**config.mk**
```make
export PLATFORM = sky130hd
export DESIGN_NAME = edc_ctrl
export DESIGN_NICKNAME = d
export VERILOG_FILES = /design/src/verilog/edc_pkg.sv /design/src/verilog/edc_fifo.sv /design/src/verilog/edc_timer.sv /design/src/verilog/edc_ctrl.sv
export SDC_FILE = /design/constraint.sdc
export NUM_CORES = 1
export LEC_CHECK = 0
export ABC_CLOCK_PERIOD_IN_PS = 2900
export BUFFER_PORTS_ARGS = -buffer_cell sky130_fd_sc_hd__buf_2
export CORE_MARGIN = 2
export CORE_UTILIZATION = 50
export DETAILED_ROUTE_END_ITERATION = 6
export HOLD_SLACK_MARGIN = 0.15
export PLACE_DENSITY = 0.72
export SYNTH_ARGS = -nofsm -noshare
export SYNTH_HDL_FRONTEND = slang
export SYNTH_SLANG_ARGS = --single-unit
```
**constraint.sdc**
```tcl
create_clock -name CLK_SYS -period 2.9 [get_ports CLK_SYS]
set_input_delay 0.29 -clock CLK_SYS [delete_from_list [all_inputs] [get_ports CLK_SYS]]
set_output_delay 0.29 -clock CLK_SYS [all_outputs]
set_load 0.03 [all_outputs]
```
**src/verilog/edc_pkg.sv**
```systemverilog
package edc_pkg;
	// ============================================================
	// Geometry
	localparam int ADDR_W = 10;
	localparam int DATA_W = 16;
	localparam int ROWS = 1024;
	// ============================================================
	// Timing in ns (power-up in us, refresh period in ms), as printed for the slower speed grade
	localparam int CLK_NS = 40;
	localparam int T_RAS_NS = 60;
	localparam int T_RP_NS = 40;
	localparam int T_RCD_NS = 14;
	localparam int T_CAS_NS = 15;
	localparam int T_CP_NS = 9;
	localparam int T_AR_NS = 40;
	localparam int T_CRP_NS = 5;
	localparam int T_PWRUP_US = 200;
	localparam int T_REF_MS = 16;
	localparam int INIT_CYCLES = 8;
	// ============================================================
	// Cycle counts: minimum times rounded up, refresh spacing rounded down
	localparam int C_RAS = (T_RAS_NS + CLK_NS - 1) / CLK_NS;
	localparam int C_RP = (T_RP_NS + CLK_NS - 1) / CLK_NS;
	localparam int C_RCD = (T_RCD_NS + CLK_NS - 1) / CLK_NS;
	localparam int C_CAS = (T_CAS_NS + CLK_NS - 1) / CLK_NS;
	localparam int C_CP = (T_CP_NS + CLK_NS - 1) / CLK_NS;
	localparam int C_AR = (T_AR_NS + CLK_NS - 1) / CLK_NS;
	localparam int C_CRP = (T_CRP_NS + CLK_NS - 1) / CLK_NS;
	localparam int C_PWRUP = (T_PWRUP_US * 1000 + CLK_NS - 1) / CLK_NS;
	localparam int C_REF_INT = (T_REF_MS * 1000000 / ROWS) / CLK_NS;
	localparam int CNT_W = 16;
	// ============================================================
	// Request opcodes on the command port
	localparam logic [1:0] OP_READ = 2'h0;
	localparam logic [1:0] OP_WRITE = 2'h1;
	localparam logic [1:0] OP_SELF_ENTER = 2'h2;
	localparam logic [1:0] OP_SELF_EXIT = 2'h3;
	localparam int FIFO_DEPTH = 8;
endpackage

```
**src/verilog/edc_fifo.sv**
```systemverilog
`timescale 1ns/1ps
module edc_fifo #(
	parameter int WIDTH = 16,
	parameter int DEPTH = 8
) (
	input wire logic clk,
	input wire logic reset,
	input wire logic in_valid,
	output logic in_ready,
	input wire logic [WIDTH-1:0] in_data,
	output logic out_valid,
	input wire logic out_ready,
	output logic [WIDTH-1:0] out_data
);
	localparam int AW = $clog2(DEPTH);
	logic [WIDTH-1:0] mem [DEPTH];
	logic [AW-1:0] wr_ptr;
	logic [AW-1:0] rd_ptr;
	logic [AW:0] count;
	wire push = in_valid && in_ready;
	wire pop = out_valid && out_ready;
	// ============================================================
	// Flags come straight from the occupancy count
	assign in_ready = (count != (AW+1)'(DEPTH));
	assign out_valid = (count != '0);
	assign out_data = mem[rd_ptr];
	// Storage has no reset; only the pointers and the count need a known value
	always_ff @(posedge clk) begin
		if (push) begin
			mem[wr_ptr] <= in_data;
		end
	end
	always_ff @(posedge clk) begin
		if (reset) begin
			wr_ptr <= '0;
			rd_ptr <= '0;
			count <= '0;
		end else begin
			if (push) wr_ptr <= (wr_ptr == AW'(DEPTH - 1)) ? '0 : wr_ptr + AW'(1);
			if (pop) rd_ptr <= (rd_ptr == AW'(DEPTH - 1)) ? '0 : rd_ptr + AW'(1);
			count <= count + (AW+1)'(push) - (AW+1)'(pop);
		end
	end
endmodule

```
**src/verilog/edc_timer.sv**
```systemverilog
`timescale 1ns/1ps
module edc_timer #(
	parameter int W = 16
) (
	input wire logic clk,
	input wire logic reset,
	input wire logic load,
	input wire logic [W-1:0] value,
	output logic done
);
	logic [W-1:0] count;
	// ============================================================
	// Down counter; done is high once the loaded count has run out
	assign done = (count == '0);
	always_ff @(posedge clk) begin
		if (reset) begin
			count <= '0;
		end else if (load) begin
			count <= value;
		end else if (!done) begin
			count <= count - W'(1);
		end
	end
endmodule

```
**src/verilog/edc_ctrl.sv**
```systemverilog
`timescale 1ns/1ps
// Overview of operation
// RULE1 - Cycle opens row strobe low, closes both high
// RULE2 - Hold row strobe low minimum row-active time
// RULE3 - Wait row precharge before next cycle
// RULE4 - Read starts at later column/output-gate fall
// RULE5 - Hold column address per row-referenced hold
// RULE6 - Device drives data after all access limits
// RULE7 - Write starts at later column/write fall
// RULE8 - Write data valid before first strobe falls; page-mode write columns drive data on the same edge as the strobes fall
// RULE9 - Issue 1,024 refreshes every 16 ms
// RULE10 - Row-only refresh covers every row per 128 ms
// RULE11 - Any row-strobed cycle refreshes that row
// RULE12 - Column-first refresh: column low before row falls
// RULE13 - Device uses internal counter, ignores address
// RULE14 - Column-first refresh leaves data lines floating
// RULE15 - Self refresh: column-first then hold row low
// RULE16 - Self refresh retains data over 128 ms
// RULE17 - Exit self refresh: row high precharge time
// RULE18 - Distributed refresh needs no burst after exit
// RULE19 - Page mode reaches any column of open row
// RULE20 - Page read data holds to next column fall
// RULE21 - Reads and writes mix within one page
// RULE22 - Wait 200 us, then eight row-strobe cycles
// RULE23 - Row then column share ten address pins
// RULE24 - Lower strobe bytes 0-7, upper 8-15
// RULE25 - Count clock cycles, round minimum times up
module edc_ctrl
	import edc_pkg::*;
#(
	parameter int PWRUP_CYCLES = C_PWRUP,
	parameter int REF_INTERVAL = C_REF_INT
) (
	input wire logic CLK_SYS,
	input wire logic RESET,
	// Request port
	input wire logic REQ_VALID,
	output logic REQ_READY,
	input wire logic [1:0] REQ_OP,
	input wire logic [ADDR_W-1:0] REQ_ROW,
	input wire logic [ADDR_W-1:0] REQ_COL,
	input wire logic [1:0] REQ_BYTE_EN,
	input wire logic REQ_LAST,
	// Write data, buffered ahead of the memory
	input wire logic WDATA_VALID,
	output logic WDATA_READY,
	input wire logic [DATA_W-1:0] WDATA,
	// Read answer
	output logic RDATA_VALID,
	output logic [DATA_W-1:0] RDATA,
	output logic INIT_DONE,
	output logic IN_SELF_REFRESH,
	// Memory pins
	output logic ROW_STROBE_N,
	output logic LOWER_BYTE_COLUMN_STROBE_N,
	output logic UPPER_BYTE_COLUMN_STROBE_N,
	output logic WRITE_STROBE_N,
	output logic OUTPUT_GATE_N,
	output logic [ADDR_W-1:0] MEM_ADDR,
	input wire logic [DATA_W-1:0] MEM_DQ_IN,
	output logic [DATA_W-1:0] MEM_DQ_OUT,
	output logic MEM_DQ_OE
);
	typedef enum logic [3:0] {
		S_ARM, S_PWRUP, S_INIT_RAS, S_INIT_PRE, S_IDLE, S_ROW, S_COL, S_COL_HOLD,
		S_COL_PRE, S_PRE, S_REF_CAS, S_REF_RAS, S_SELF, S_SELF_EXIT
	} edc_state_e;
	edc_state_e state;
	edc_state_e next_state;
	logic [CNT_W-1:0] ref_cnt;
	logic ref_due;
	logic [3:0] init_cnt;
	logic is_write;
	logic [1:0] byte_en;
	logic [ADDR_W-1:0] col_addr;
	logic [DATA_W-1:0] fifo_data;
	logic fifo_valid;
	logic tmr_load;
	logic [CNT_W-1:0] tmr_value;
	logic tmr_done;
	logic ras_ok;
	logic [CNT_W-1:0] ras_cnt;
	logic close_after;
	logic [ADDR_W-1:0] open_row;
	wire fifo_pop = (state == S_COL) && is_write && tmr_done;
	// ============================================================
	// Write data FIFO; its ready reaches the data source
	edc_fifo #(.WIDTH(DATA_W), .DEPTH(FIFO_DEPTH)) u_fifo (
		.clk(CLK_SYS),
		.reset(RESET),
		.in_valid(WDATA_VALID),
		.in_ready(WDATA_READY),
		.in_data(WDATA),
		.out_valid(fifo_valid),
		.out_ready(fifo_pop),
		.out_data(fifo_data)
	);
	edc_timer #(.W(CNT_W)) u_tmr (
		.clk(CLK_SYS),
		.reset(RESET),
		.load(tmr_load),
		.value(tmr_value),
		.done(tmr_done)
	);
	// ============================================================
	// Request decode
	wire req_rw = REQ_VALID && (REQ_OP == OP_READ || REQ_OP == OP_WRITE);
	wire req_wr = REQ_OP == OP_WRITE;
	// A write is not started until its data sits in the FIFO
	wire req_go = req_rw && (!req_wr || fifo_valid);
	wire req_self_in = REQ_VALID && REQ_OP == OP_SELF_ENTER;
	wire req_self_out = REQ_VALID && REQ_OP == OP_SELF_EXIT;
	// Page goes on only in the open row, and only if the last column left it open
	wire page_hit = req_go && REQ_ROW == open_row && !close_after; // RULE19
	// ============================================================
	// Sequencing: timer guards the minimum intervals; ras_ok guards the row-active width before a page closes
	always_comb begin
		next_state = state;
		tmr_load = 1'b0;
		tmr_value = '0;
		case (state)
			S_ARM: begin
				next_state = S_PWRUP;
				tmr_load = 1'b1;
				tmr_value = CNT_W'(PWRUP_CYCLES); // RULE22
			end
			S_PWRUP: begin
				if (tmr_done) begin // RULE22
					next_state = S_INIT_RAS;
					tmr_load = 1'b1;
					tmr_value = CNT_W'(C_RAS);
				end
			end
			S_INIT_RAS: begin
				if (tmr_done) begin // RULE2
					next_state = S_INIT_PRE;
					tmr_load = 1'b1;
					tmr_value = CNT_W'(C_RP);
				end
			end
			S_INIT_PRE: begin
				if (tmr_done) begin // RULE3
					next_state = (init_cnt == 4'(INIT_CYCLES)) ? S_IDLE : S_INIT_RAS;
					tmr_load = (init_cnt != 4'(INIT_CYCLES));
					tmr_value = CNT_W'(C_RAS);
				end
			end
			S_IDLE: begin
				if (ref_due || req_self_in) begin // RULE9
					next_state = S_REF_CAS;
					tmr_load = 1'b1;
					tmr_value = CNT_W'(C_CRP);
				end else if (req_go) begin
					next_state = S_ROW;
					tmr_load = 1'b1;
					tmr_value = CNT_W'(C_RCD);
				end
			end
			S_ROW: begin
				if (tmr_done) begin
					next_state = S_COL;
					tmr_load = 1'b1;
					tmr_value = CNT_W'(C_CAS);
				end
			end
			S_COL: begin
				if (tmr_done) begin // RULE5
					next_state = S_COL_HOLD;
					tmr_load = 1'b1;
					tmr_value = CNT_W'(C_CP);
				end
			end
			S_COL_HOLD: begin
				// Column strobes high; page may continue with another column
				if (tmr_done && page_hit && !ref_due) begin // RULE21
					next_state = S_COL;
					tmr_load = 1'b1;
					tmr_value = CNT_W'(C_CAS);
				end else if (tmr_done && ras_ok) begin // RULE2
					next_state = S_PRE;
					tmr_load = 1'b1;
					tmr_value = CNT_W'(C_RP);
				end
			end
			S_PRE: begin
				if (tmr_done) next_state = S_IDLE; // RULE3
			end
			S_REF_CAS: begin
				if (tmr_done) begin // RULE12
					next_state = S_REF_RAS;
					tmr_load = 1'b1;
					tmr_value = CNT_W'(C_RAS);
				end
			end
			S_REF_RAS: begin
				if (tmr_done && req_self_in) begin // RULE15
					next_state = S_SELF;
				end else if (tmr_done) begin
					next_state = S_PRE;
					tmr_load = 1'b1;
					tmr_value = CNT_W'(C_RP);
				end
			end
			S_SELF: begin
				if (req_self_out) begin // RULE17
					next_state = S_SELF_EXIT;
					tmr_load = 1'b1;
					tmr_value = CNT_W'(C_RP);
				end
			end
			S_SELF_EXIT: begin
				if (tmr_done) next_state = S_IDLE; // RULE18
			end
			default: next_state = S_ARM;
		endcase
	end
	// ============================================================
	// State, init count and row-active tracking
	always_ff @(posedge CLK_SYS) begin
		if (RESET) begin
			state <= S_ARM;
			init_cnt <= '0;
		end else begin
			state <= next_state;
			if (state == S_INIT_RAS && tmr_done) init_cnt <= init_cnt + 4'h1; // RULE22
		end
	end
	// Row-active age lets page cycles end only after the minimum width
	assign ras_ok = (ras_cnt >= CNT_W'(C_RAS)); // RULE25
	always_ff @(posedge CLK_SYS) begin
		if (RESET || ROW_STROBE_N) begin
			ras_cnt <= CNT_W'(1);
		end else if (!ras_ok) begin
			ras_cnt <= ras_cnt + CNT_W'(1);
		end
	end
	// ============================================================
	// Distributed refresh: one column-first cycle per interval
	always_ff @(posedge CLK_SYS) begin
		if (RESET) begin
			ref_cnt <= '0;
			ref_due <= 1'b0;
		end else if (state == S_REF_CAS) begin
			ref_due <= 1'b0;
		end else if (ref_cnt == CNT_W'(REF_INTERVAL - 1)) begin
			ref_cnt <= '0;
			ref_due <= (state != S_SELF); // RULE9 RULE10
		end else begin
			ref_cnt <= ref_cnt + CNT_W'(1);
		end
	end
	// ============================================================
	// Latch the request when the row opens or a page column starts
	wire take = (state == S_IDLE && next_state == S_ROW) ||
		(state == S_COL_HOLD && next_state == S_COL);
	always_ff @(posedge CLK_SYS) begin
		if (RESET) begin
			is_write <= 1'b0;
			byte_en <= '0;
			col_addr <= '0;
		end else if (take) begin
			is_write <= req_wr;
			byte_en <= REQ_BYTE_EN;
			col_addr <= REQ_COL;
			close_after <= REQ_LAST;
			if (state == S_IDLE) open_row <= REQ_ROW;
		end
	end
	// ============================================================
	// Pin drive, all registered
	wire nx_ras_low = next_state inside {S_INIT_RAS, S_ROW, S_COL, S_COL_HOLD,
		S_REF_RAS, S_SELF}; // RULE1
	wire nx_cas_low = next_state inside {S_COL, S_REF_CAS, S_REF_RAS, S_SELF}; // RULE12
	wire nx_ref = next_state inside {S_REF_CAS, S_REF_RAS, S_SELF};
	wire nx_wr = take ? req_wr : is_write;
	wire [1:0] nx_be = take ? REQ_BYTE_EN : byte_en;
	always_ff @(posedge CLK_SYS) begin
		if (RESET) begin
			ROW_STROBE_N <= 1'b1;
			LOWER_BYTE_COLUMN_STROBE_N <= 1'b1;
			UPPER_BYTE_COLUMN_STROBE_N <= 1'b1;
		end else begin
			ROW_STROBE_N <= !nx_ras_low;
			LOWER_BYTE_COLUMN_STROBE_N <= !(nx_cas_low && (nx_ref || nx_be[0])); // RULE24
			UPPER_BYTE_COLUMN_STROBE_N <= !(nx_cas_low && (nx_ref || nx_be[1])); // RULE24
		end
	end
	// Write strobe and output gate settle with the column strobe edge
	always_ff @(posedge CLK_SYS) begin
		if (RESET) begin
			WRITE_STROBE_N <= 1'b1;
			OUTPUT_GATE_N <= 1'b1;
		end else begin
			WRITE_STROBE_N <= !(nx_cas_low && !nx_ref && nx_wr); // RULE7
			OUTPUT_GATE_N <= !(next_state inside {S_COL, S_COL_HOLD} && !nx_wr); // RULE4
		end
	end
	// Row address with the row strobe, column with the column strobe
	always_ff @(posedge CLK_SYS) begin
		if (RESET) begin
			MEM_ADDR <= '0;
		end else if (state == S_IDLE && next_state == S_ROW) begin
			MEM_ADDR <= REQ_ROW; // RULE23
		end else if (next_state == S_COL) begin
			MEM_ADDR <= take ? REQ_COL : col_addr; // RULE23
		end
	end
	// Data drives before the strobes fall on a row-opening write, on the same edge as them on a page column; first word already at FIFO head
	always_ff @(posedge CLK_SYS) begin
		if (RESET) begin
			MEM_DQ_OUT <= '0;
			MEM_DQ_OE <= 1'b0;
		end else begin
			MEM_DQ_OUT <= fifo_data; // RULE8
			MEM_DQ_OE <= nx_wr && next_state inside {S_ROW, S_COL}; // RULE8
		end
	end
	// ============================================================
	// Read capture at end of column pulse, data held until next column
	always_ff @(posedge CLK_SYS) begin
		if (RESET) begin
			RDATA_VALID <= 1'b0;
			RDATA <= '0;
		end else begin
			RDATA_VALID <= (state == S_COL) && tmr_done && !is_write; // RULE20
			if ((state == S_COL) && tmr_done && !is_write) RDATA <= MEM_DQ_IN; // RULE6
		end
	end
	always_ff @(posedge CLK_SYS) begin
		if (RESET) begin
			REQ_READY <= 1'b0;
			INIT_DONE <= 1'b0;
			IN_SELF_REFRESH <= 1'b0;
		end else begin
			REQ_READY <= take || (next_state == S_SELF && state != S_SELF) ||
				(next_state == S_SELF_EXIT && state == S_SELF);
			INIT_DONE <= INIT_DONE || (state == S_INIT_PRE && next_state == S_IDLE);
			IN_SELF_REFRESH <= (next_state == S_SELF); // RULE16
		end
	end
endmodule

```
Yosys cells after proc, flatten, opt, wreduce, memory -nomap -nowiden
Memories as Yosys holds them, arrays and structs flattened. A register that Yosys moved wholly into a read port is not among the register bits.
Cells that the tools add are included.
{"block": "totals", "regBits": 127, "ram_bits": 128, "in_bits": 61, "out_inout_bits": 53, "elab_cells": 182, "n_memories": 1}
{"memory": "u_fifo.mem", "depth": 8, "width": 16, "rd": 1, "rd_ports_with_merged_regs": 1, "write_ports": 1, "line_no": "edc_fifo.sv:16", "rtl": "logic [WIDTH-1:0] mem [DEPTH];"}
{"block": "classes", "addsub": 8, "magnitude_cmp": 1, "n_eq_ne": 33, "mux": 46, "bitwise_logic": 1, "n_reduce_logical": 66}
{"cell": "$pmux W16 S7", "n": 1}
{"cell": "$mux W16", "n": 4}
{"cell": "$mux W4", "n": 14}
{"cell": "$pmux W4 S12", "n": 1}
{"cell": "$eq A4 B4 Y1 const B", "n": 10}
{"cell": "$add A16 B1 Y16 const B", "n": 2}
{"cell": "$eq A4 B3 Y1 const B", "n": 8}
{"cell": "$mux W10", "n": 3}
{"cell": "$logic_and A1 B1 Y1", "n": 28}
{"cell": "$mux W1", "n": 17}
{"cell": "$eq A16 B9 Y1 const B", "n": 1}
{"cell": "$ge A16 B2 Y1 const B", "n": 1}
{"cell": "$logic_not A16 Y1", "n": 1}
{"cell": "$sub A16 B1 Y16 const B", "n": 1}
{"cell": "$eq A4 B2 Y1 const B", "n": 3}
{"cell": "$ne A4 B4 Y1 const B", "n": 3}
{"cell": "$logic_not A1 Y1", "n": 11}
{"cell": "$eq A10 B10 Y1", "n": 1}
{"cell": "$logic_or A1 B1 Y1", "n": 10}
{"cell": "$mux W3", "n": 3}
{"cell": "$reduce_bool A4 Y1", "n": 2}
{"cell": "$pmux W1 S7", "n": 1}
{"cell": "$add A3 B1 Y3 const B", "n": 2}
{"cell": "$eq A3 B3 Y1 const B", "n": 2}
{"cell": "other kinds (19)", "n": 25}

Longest topological paths before layout
{"block": "logic_depth", "depth_word": 17, "mapped_depth": 13, "mapped_depth_nobuf": 13}

Hierarchy
From an unflattened synthesis, not the netlist that was laid out.
{"block": "hier_totals", "hier_cells": 864, "area_unflattened_um2": 11268.3}
{"mod": "edc_fifo", "instances": 1, "cells_each": 261, "area_per_inst_um2": 5630.4, "seq_area_each_um2": 4103.9}
{"mod": "edc_ctrl", "instances": 1, "cells_each": 499, "area_per_inst_um2": 4748.3, "seq_area_each_um2": 2452.4}
{"mod": "edc_timer", "instances": 1, "cells_each": 104, "area_per_inst_um2": 889.6, "seq_area_each_um2": 320.3}

Worst setup path before layout
OpenSTA, ideal clock, no wires.
{"block": "synth_timing", "kind": "reg-to-reg", "start": "reg u_fifo.count[2]", "end": "mem u_fifo.mem[0][0], enable pin", "setup_time_ps": 430, "t_arrival_ps": 2607, "required_time_ps": 2470, "setup_slack_ps": -137, "path_stages_with_launch": 6, "n_path_buf": 0, "period_less_slack_ps": 3037, "cell_sequence": "dfxtp_1 -> inv_1 -> ha_1 -> nand2_1 -> nand2_1 -> nor4_1"}
{"block": "synth_via", "elab_chain_cells": 4}
{"item": "start, declared", "line_no": "edc_fifo.sv:19", "rtl": "logic [AW:0] count;"}
{"item": "start signal, assigned", "line_no": "edc_fifo.sv:41", "rtl": "count <= count + (AW+1)'(push) - (AW+1)'(pop);"}
{"item": "$ne A4 B4 Y1", "line_no": "edc_fifo.sv:24", "rtl": "assign in_ready = (count != (AW+1)'(DEPTH));"}
{"item": "named net WDATA_READY", "line_no": "edc_ctrl.sv:46", "rtl": "output logic WDATA_READY,"}
{"item": "$logic_and A1 B1 Y1", "line_no": "edc_fifo.sv:20", "rtl": "wire push = in_valid && in_ready;"}
{"item": "$mux W1", "line_no": "edc_fifo.sv:29", "rtl": "if (push) begin"}
{"item": "$mux W1 (not written as such)", "line_no": "edc_fifo.sv:30", "rtl": "mem[wr_ptr] <= in_data;"}
{"item": "end, declared", "line_no": "edc_fifo.sv:16"}
The timed path passes the listed nets, and every way through them passes these cells.

Worst setup path after layout
{"block": "layout_timing", "start": "reg u_tmr.count[0]", "end": "reg MEM_ADDR[9]"}
{"block": "layout_via", "elab_chain_cells": 11, "word_cells_on_any_way": 26, "cone_classes": "eq/ne: 2; mux: 15; reduce/logical: 9"}
{"item": "start, declared", "line_no": "edc_timer.sv:11", "rtl": "logic [W-1:0] count;"}
{"item": "start signal, assigned", "line_no": "edc_timer.sv:19", "rtl": "count <= value;"}
{"item": "start signal, assigned", "line_no": "edc_timer.sv:21", "rtl": "count <= count - W'(1);"}
{"item": "$logic_not A16 Y1 *", "line_no": "edc_timer.sv:14", "rtl": "assign done = (count == '0);"}
{"item": "$logic_and A1 B1 Y1 (on tied branches)", "line_no": "edc_ctrl.sv:179, edc_ctrl.sv:175"}
{"item": "$mux W4 / $logic_and A1 B1 Y1 (equally long branches)", "line_no": "edc_ctrl.sv:179, edc_ctrl.sv:175"}
{"item": "$mux W4", "line_no": "edc_ctrl.sv:175", "rtl": "if (tmr_done && page_hit && !ref_due) begin"}
{"item": "$pmux W4 S12 *", "line_no": "edc_ctrl.sv:121", "rtl": "case (state)"}
{"item": "$eq A4 B3 Y1 (on tied branches)"}
{"item": "$logic_and A1 B1 Y1 (on tied branches)", "line_no": "edc_ctrl.sv:254, edc_ctrl.sv:302, edc_ctrl.sv:255"}
{"item": "$logic_or A1 B1 Y1", "line_no": "edc_ctrl.sv:254", "rtl": "wire take = (state == S_IDLE && next_state == S_ROW) ||"}
{"item": "$mux W10"}
{"item": "$mux W10", "line_no": "edc_ctrl.sv:304", "rtl": "end else if (next_state == S_COL) begin"}
{"item": "$mux W10", "line_no": "edc_ctrl.sv:302", "rtl": "end else if (state == S_IDLE && next_state == S_ROW) begin"}
{"item": "end signal, assigned", "line_no": "edc_ctrl.sv:305", "rtl": "MEM_ADDR <= take ? REQ_COL : col_addr;"}
{"item": "end, declared", "line_no": "edc_ctrl.sv:59", "rtl": "output logic [ADDR_W-1:0] MEM_ADDR,"}
Every way passes the cells marked *; elsewhere a longest branch is shown, timed or not. The select of a mux whose other input is x is not followed.
A chain may end at the register's enable or synchronous reset.

==> flow_summary.yaml <==
status:
  status: "finished, final reports clean"
die:
  die_h_um: 151.8
  initial_core_util_pct: 50.52
  core_mm2: 0.02162
  die_area_mm2: 0.02304
  die_w_um: 151.8
  placementRows: 54
  pin_count: 114
timing:
  max_freq_mhz: 368.1
  timing.final.crit_share_pct: 93.67
  rsz0062_at_grt: "false"
  worstMarginPinSlew_ps: 697.9
  tns_ps: 0
  period_minus_slack_ps: 2716
  final_max_slew_viol_count: 0
  hold_viol_final: 0
  worst_slack_ps: 183.6
  finalSetupViolCount: 0
  relSlewSlack_pct: 53.30
  fin_skew_ps: 12.29
final_layout:
  n_fill_cell: 1627
  postLayoutCoreUtil_pct: 62.57
  area_growth_syn_to_layout_pct: 23.85
  antenna_cells: 0
  layout-drive-gt1-share_pct: 23.70
  register_area_mm2: 0.006818
  multi_input_area_mm2: 0.003913
  nets: 1137
power:
  p_per_area_mw_per_mm2: 723.1
  ir_drop_mv: 0.5808
  leakagePower_uw: 0.005211
critical_path:
  path_max_fanout: 13
  cp.depth: 10
  cp_data_required_time_ps: 3330
  cpMaxStageDelayCell: "and4_2"
  crit_end: "MEM_ADDR[9]"
  r2r_slack_ps: 180
  cp-startpoint: "u_tmr.count[0]"
  r2r-end: "MEM_ADDR[9]"
  cp_top_family: "simple AND/OR/NAND/NOR gates"
  max_stage_delay_ps: 430
  reg2reg_depth: 10
  worstSetupPathType: "reg2reg"
  r2r-start: "u_tmr.count[0]"
  arrival_ps: 3140
  crit_buf_inv: 1
  cp-end-kind: "register"
  cp-start-kind: "register"
  path_cells: "inv_1 -> ha_1 -> nor3b_1 -> and4_2 -> o22ai_1 -> mux2_2 -> nor2_4 -> and4_4 -> nor3_4 -> a21o_1"
synthesis:
  seq_area_frac_synth_pct: 62.41
  yosysTopAreaCellShare_pct: 38.21
  synthCells: 860
  yosysWarnings: 0
  yosysTopAreaCell: "edfxtp_1"
  yosysUniqueCellTypes: 63
  synth-async-reset-ratio_pct: 0
  synth_edf_count: 139
  yosys-top-cells-area: "edfxtp_1 (38%), dfxtp_1 (24%), mux4_2 (6.6%)"
  synthSimpleGateAreaFrac_pct: 13.81
  ys.flop_type: "edfxtp_1"
  synth_nets: 939
  synth_xor_area_share_pct: 3.448
  muxShareOfSynthArea_pct: 9.920
  ys_ff_latch: 271
  synth_top_family_by_area: "simple AND/OR/NAND/NOR gates"
  syn_area_mm2: 0.01092
  synthAdderAreaFrac_pct: 2.131
  syn_area_per_cell_um2: 12.70
  synth_compound_area_share_pct: 6.128
placement:
  place.gp.congestion: 0.8781
  pre_cts_ws_ps: 166.5
  io_buffers: 113
  dpl.hpwl_mm: 14.00
cts:
  cts.sinks: 271
  cts_tree: "built"
  clk_pin_slew_ps: 60
  cts_buffers: 28
  post_cts_buffers: 0
  clockBufferDepth: 3
  clkLatencyLatePin_ps: 540
  cts-root-buf: "clkbuf_16"
  htreeDepth: 1
drt:
  drc: 0
  first_iter_violations: 496
  wire_per_inst_um: 16.44
  vias: 7205
  drt-pass1-iter-count: 5
  ant_nets: 0
  vias_per_cell: 5.298
  routed_wl_mm: 22.36
global_routing:
  grt_max_degree: 54
  grt_overflow: 0
  antenna_found_initial: 0
  track_usage_pct: 19.05
  grt_pass1_vias: 7039
  grt_pass1_wl_mm: 36.14
hold_path:
  hold_path.class: "in2reg"
job:
  maxCapViolations: 0
registers in the layout, summed over array words and instances (netlist names), 2 cells and up:
signal / flops
u_fifo.wr_ptr: 3
MEM_DQ_OUT: 16
ref_cnt: 16
ras_cnt: 16
u_fifo.mem: 128
RDATA: 16
u_fifo.count: 4
col_addr: 10
open_row: 10
byte_en: 2
MEM_ADDR: 10
u_fifo.rd_ptr: 3
init_cnt: 4
state: 4
u_tmr.count: 16
worst register-to-register path, delay by kind of cell (launching register included):
family,cells,cell delay (ps)
flip-flops,1,330
AO/OA/AOI/OAI,2,320
multiplexers,1,320
AND/OR/NAND/NOR,5,1370
buffers and inverters,1,60
adder cells (fa/ha/maj),1,190
final cells by class:
class	count	share of cell area, %
inverters	19	0.5272
clock buffers	38	6.058
well taps	280	2.590
repair buffers	206	10.47
multi-input cells	532	28.92
flip-flops and latches	271	50.40
clock inverters	14	1.036
cell usage in the layout (no fill, tap or decap), types with 3 or more instances in the layout:
cell,n
a21o_1,13
a21oi_1,34
a22o_1,10
a31oi_1,6
and2_1,13
and3_1,8
and3b_1,3
buf_2,113
buf_4,36
clkbuf_1,3
clkbuf_16,29
clkbuf_8,6
clkinv_2,7
dfxtp_1,131
dlygate4sd3_1,56
edfxtp_1,139
ha_1,17
inv_1,18
mux2i_1,34
mux4_2,32
nand2_1,73
nand2b_1,8
nand3_1,11
nand4_1,10
nor2_1,109
nor2b_1,7
nor3_1,17
nor3_2,4
nor3b_1,3
nor4_1,9
nor4_4,3
o21a_1,7
o21ai_0,11
o22ai_1,3
or3_1,8
xnor2_1,25
xor2_1,18
synth_stat cells (3+ instances only):
cell type	number
nand2_1	73
xor2_1	18
inv_1	18
and2_1	13
o21a_1	7
nor2b_1	7
clkbuf_1	28
nand3_1	11
o21ai_0	11
and3b_1	3
nand2b_1	8
mux2i_1	34
xnor2_1	25
or3_1	8
a21oi_1	34
dfxtp_1	132
a31oi_1	6
nor3_1	21
a21o_1	13
and3_1	8
nand4_1	10
o22ai_1	3
buf_1	5
nor4_1	10
ha_1	17
edfxtp_1	139
nor2_1	109
mux4_2	32
a22o_1	10
nor3b_1	4
power breakdown:
part	internal [uW]	switching, uW	total (uW)
combinational	766	969	1740
clock	2160	1450	3620
sequential	4250	178	4430
total	7180	2600	9780
routing by layer:
| metal | GRT usage, % | up-vias | share of wire [%] |
|---|---|---|---|
| met5 | 0 | - | 0 |
| met4 | 4.895 | 0 | 2.0 |
| met3 | 3.423 | 36 | 4.8 |
| met2 | 33.05 | 173 | 49 |
| met1 | 24.92 | 3481 | 44 |
| li1 | - | 3515 | - |
cell families after synthesis:
group,after synthesis
AO/OA/AOI/OAI,99
XOR/XNOR,43
adder cells (fa/ha/maj),18
buffers and inverters,57
flip-flops,271
multiplexers,68
AND/OR/NAND/NOR,304
metrics by stage:
stage	power [uW]	std cells	hold slack [ps]	cell area [um2]
6_report	9782	1360	331.8	13530
5_1_grt	10240	1360	363.8	13530
4_1_cts	9856	1360	312.5	13520
3_5_place_dp	6163	1252	441.1	12000
3_3_place_gp	6133	1252	435.4	12000
2_1_floorplan	5672	860	388.9	10930
worst min path at each step:
| stage | endpoint | from | slack [ps] | cells past startpoint |
|---|---|---|---|---|
| 2_1_floorplan | close_after | REQ_LAST | 390 | 0 |
| 3_3_place_gp | RDATA[12] | RDATA[12] | 440 | 2 |
| 3_5_place_dp | MEM_ADDR[2] | MEM_ADDR[2] | 440 | 1 |
| 4_1_cts | u_fifo.wr_ptr[2] | WDATA_VALID | 310 | 4 |
| 5_1_grt | WRITE_STROBE_N | REQ_OP[1] | 360 | 4 |
| 6_report | u_fifo.wr_ptr[2] | WDATA_VALID | 330 | 4 |
timing repair:
item,in CTS,in global routing
resized for setup,0,2
endpoints found under the hold margin,178,0
setup endpoints to repair,0,12
hold buffers,56,0
Power figures use the tool's default switching activity.
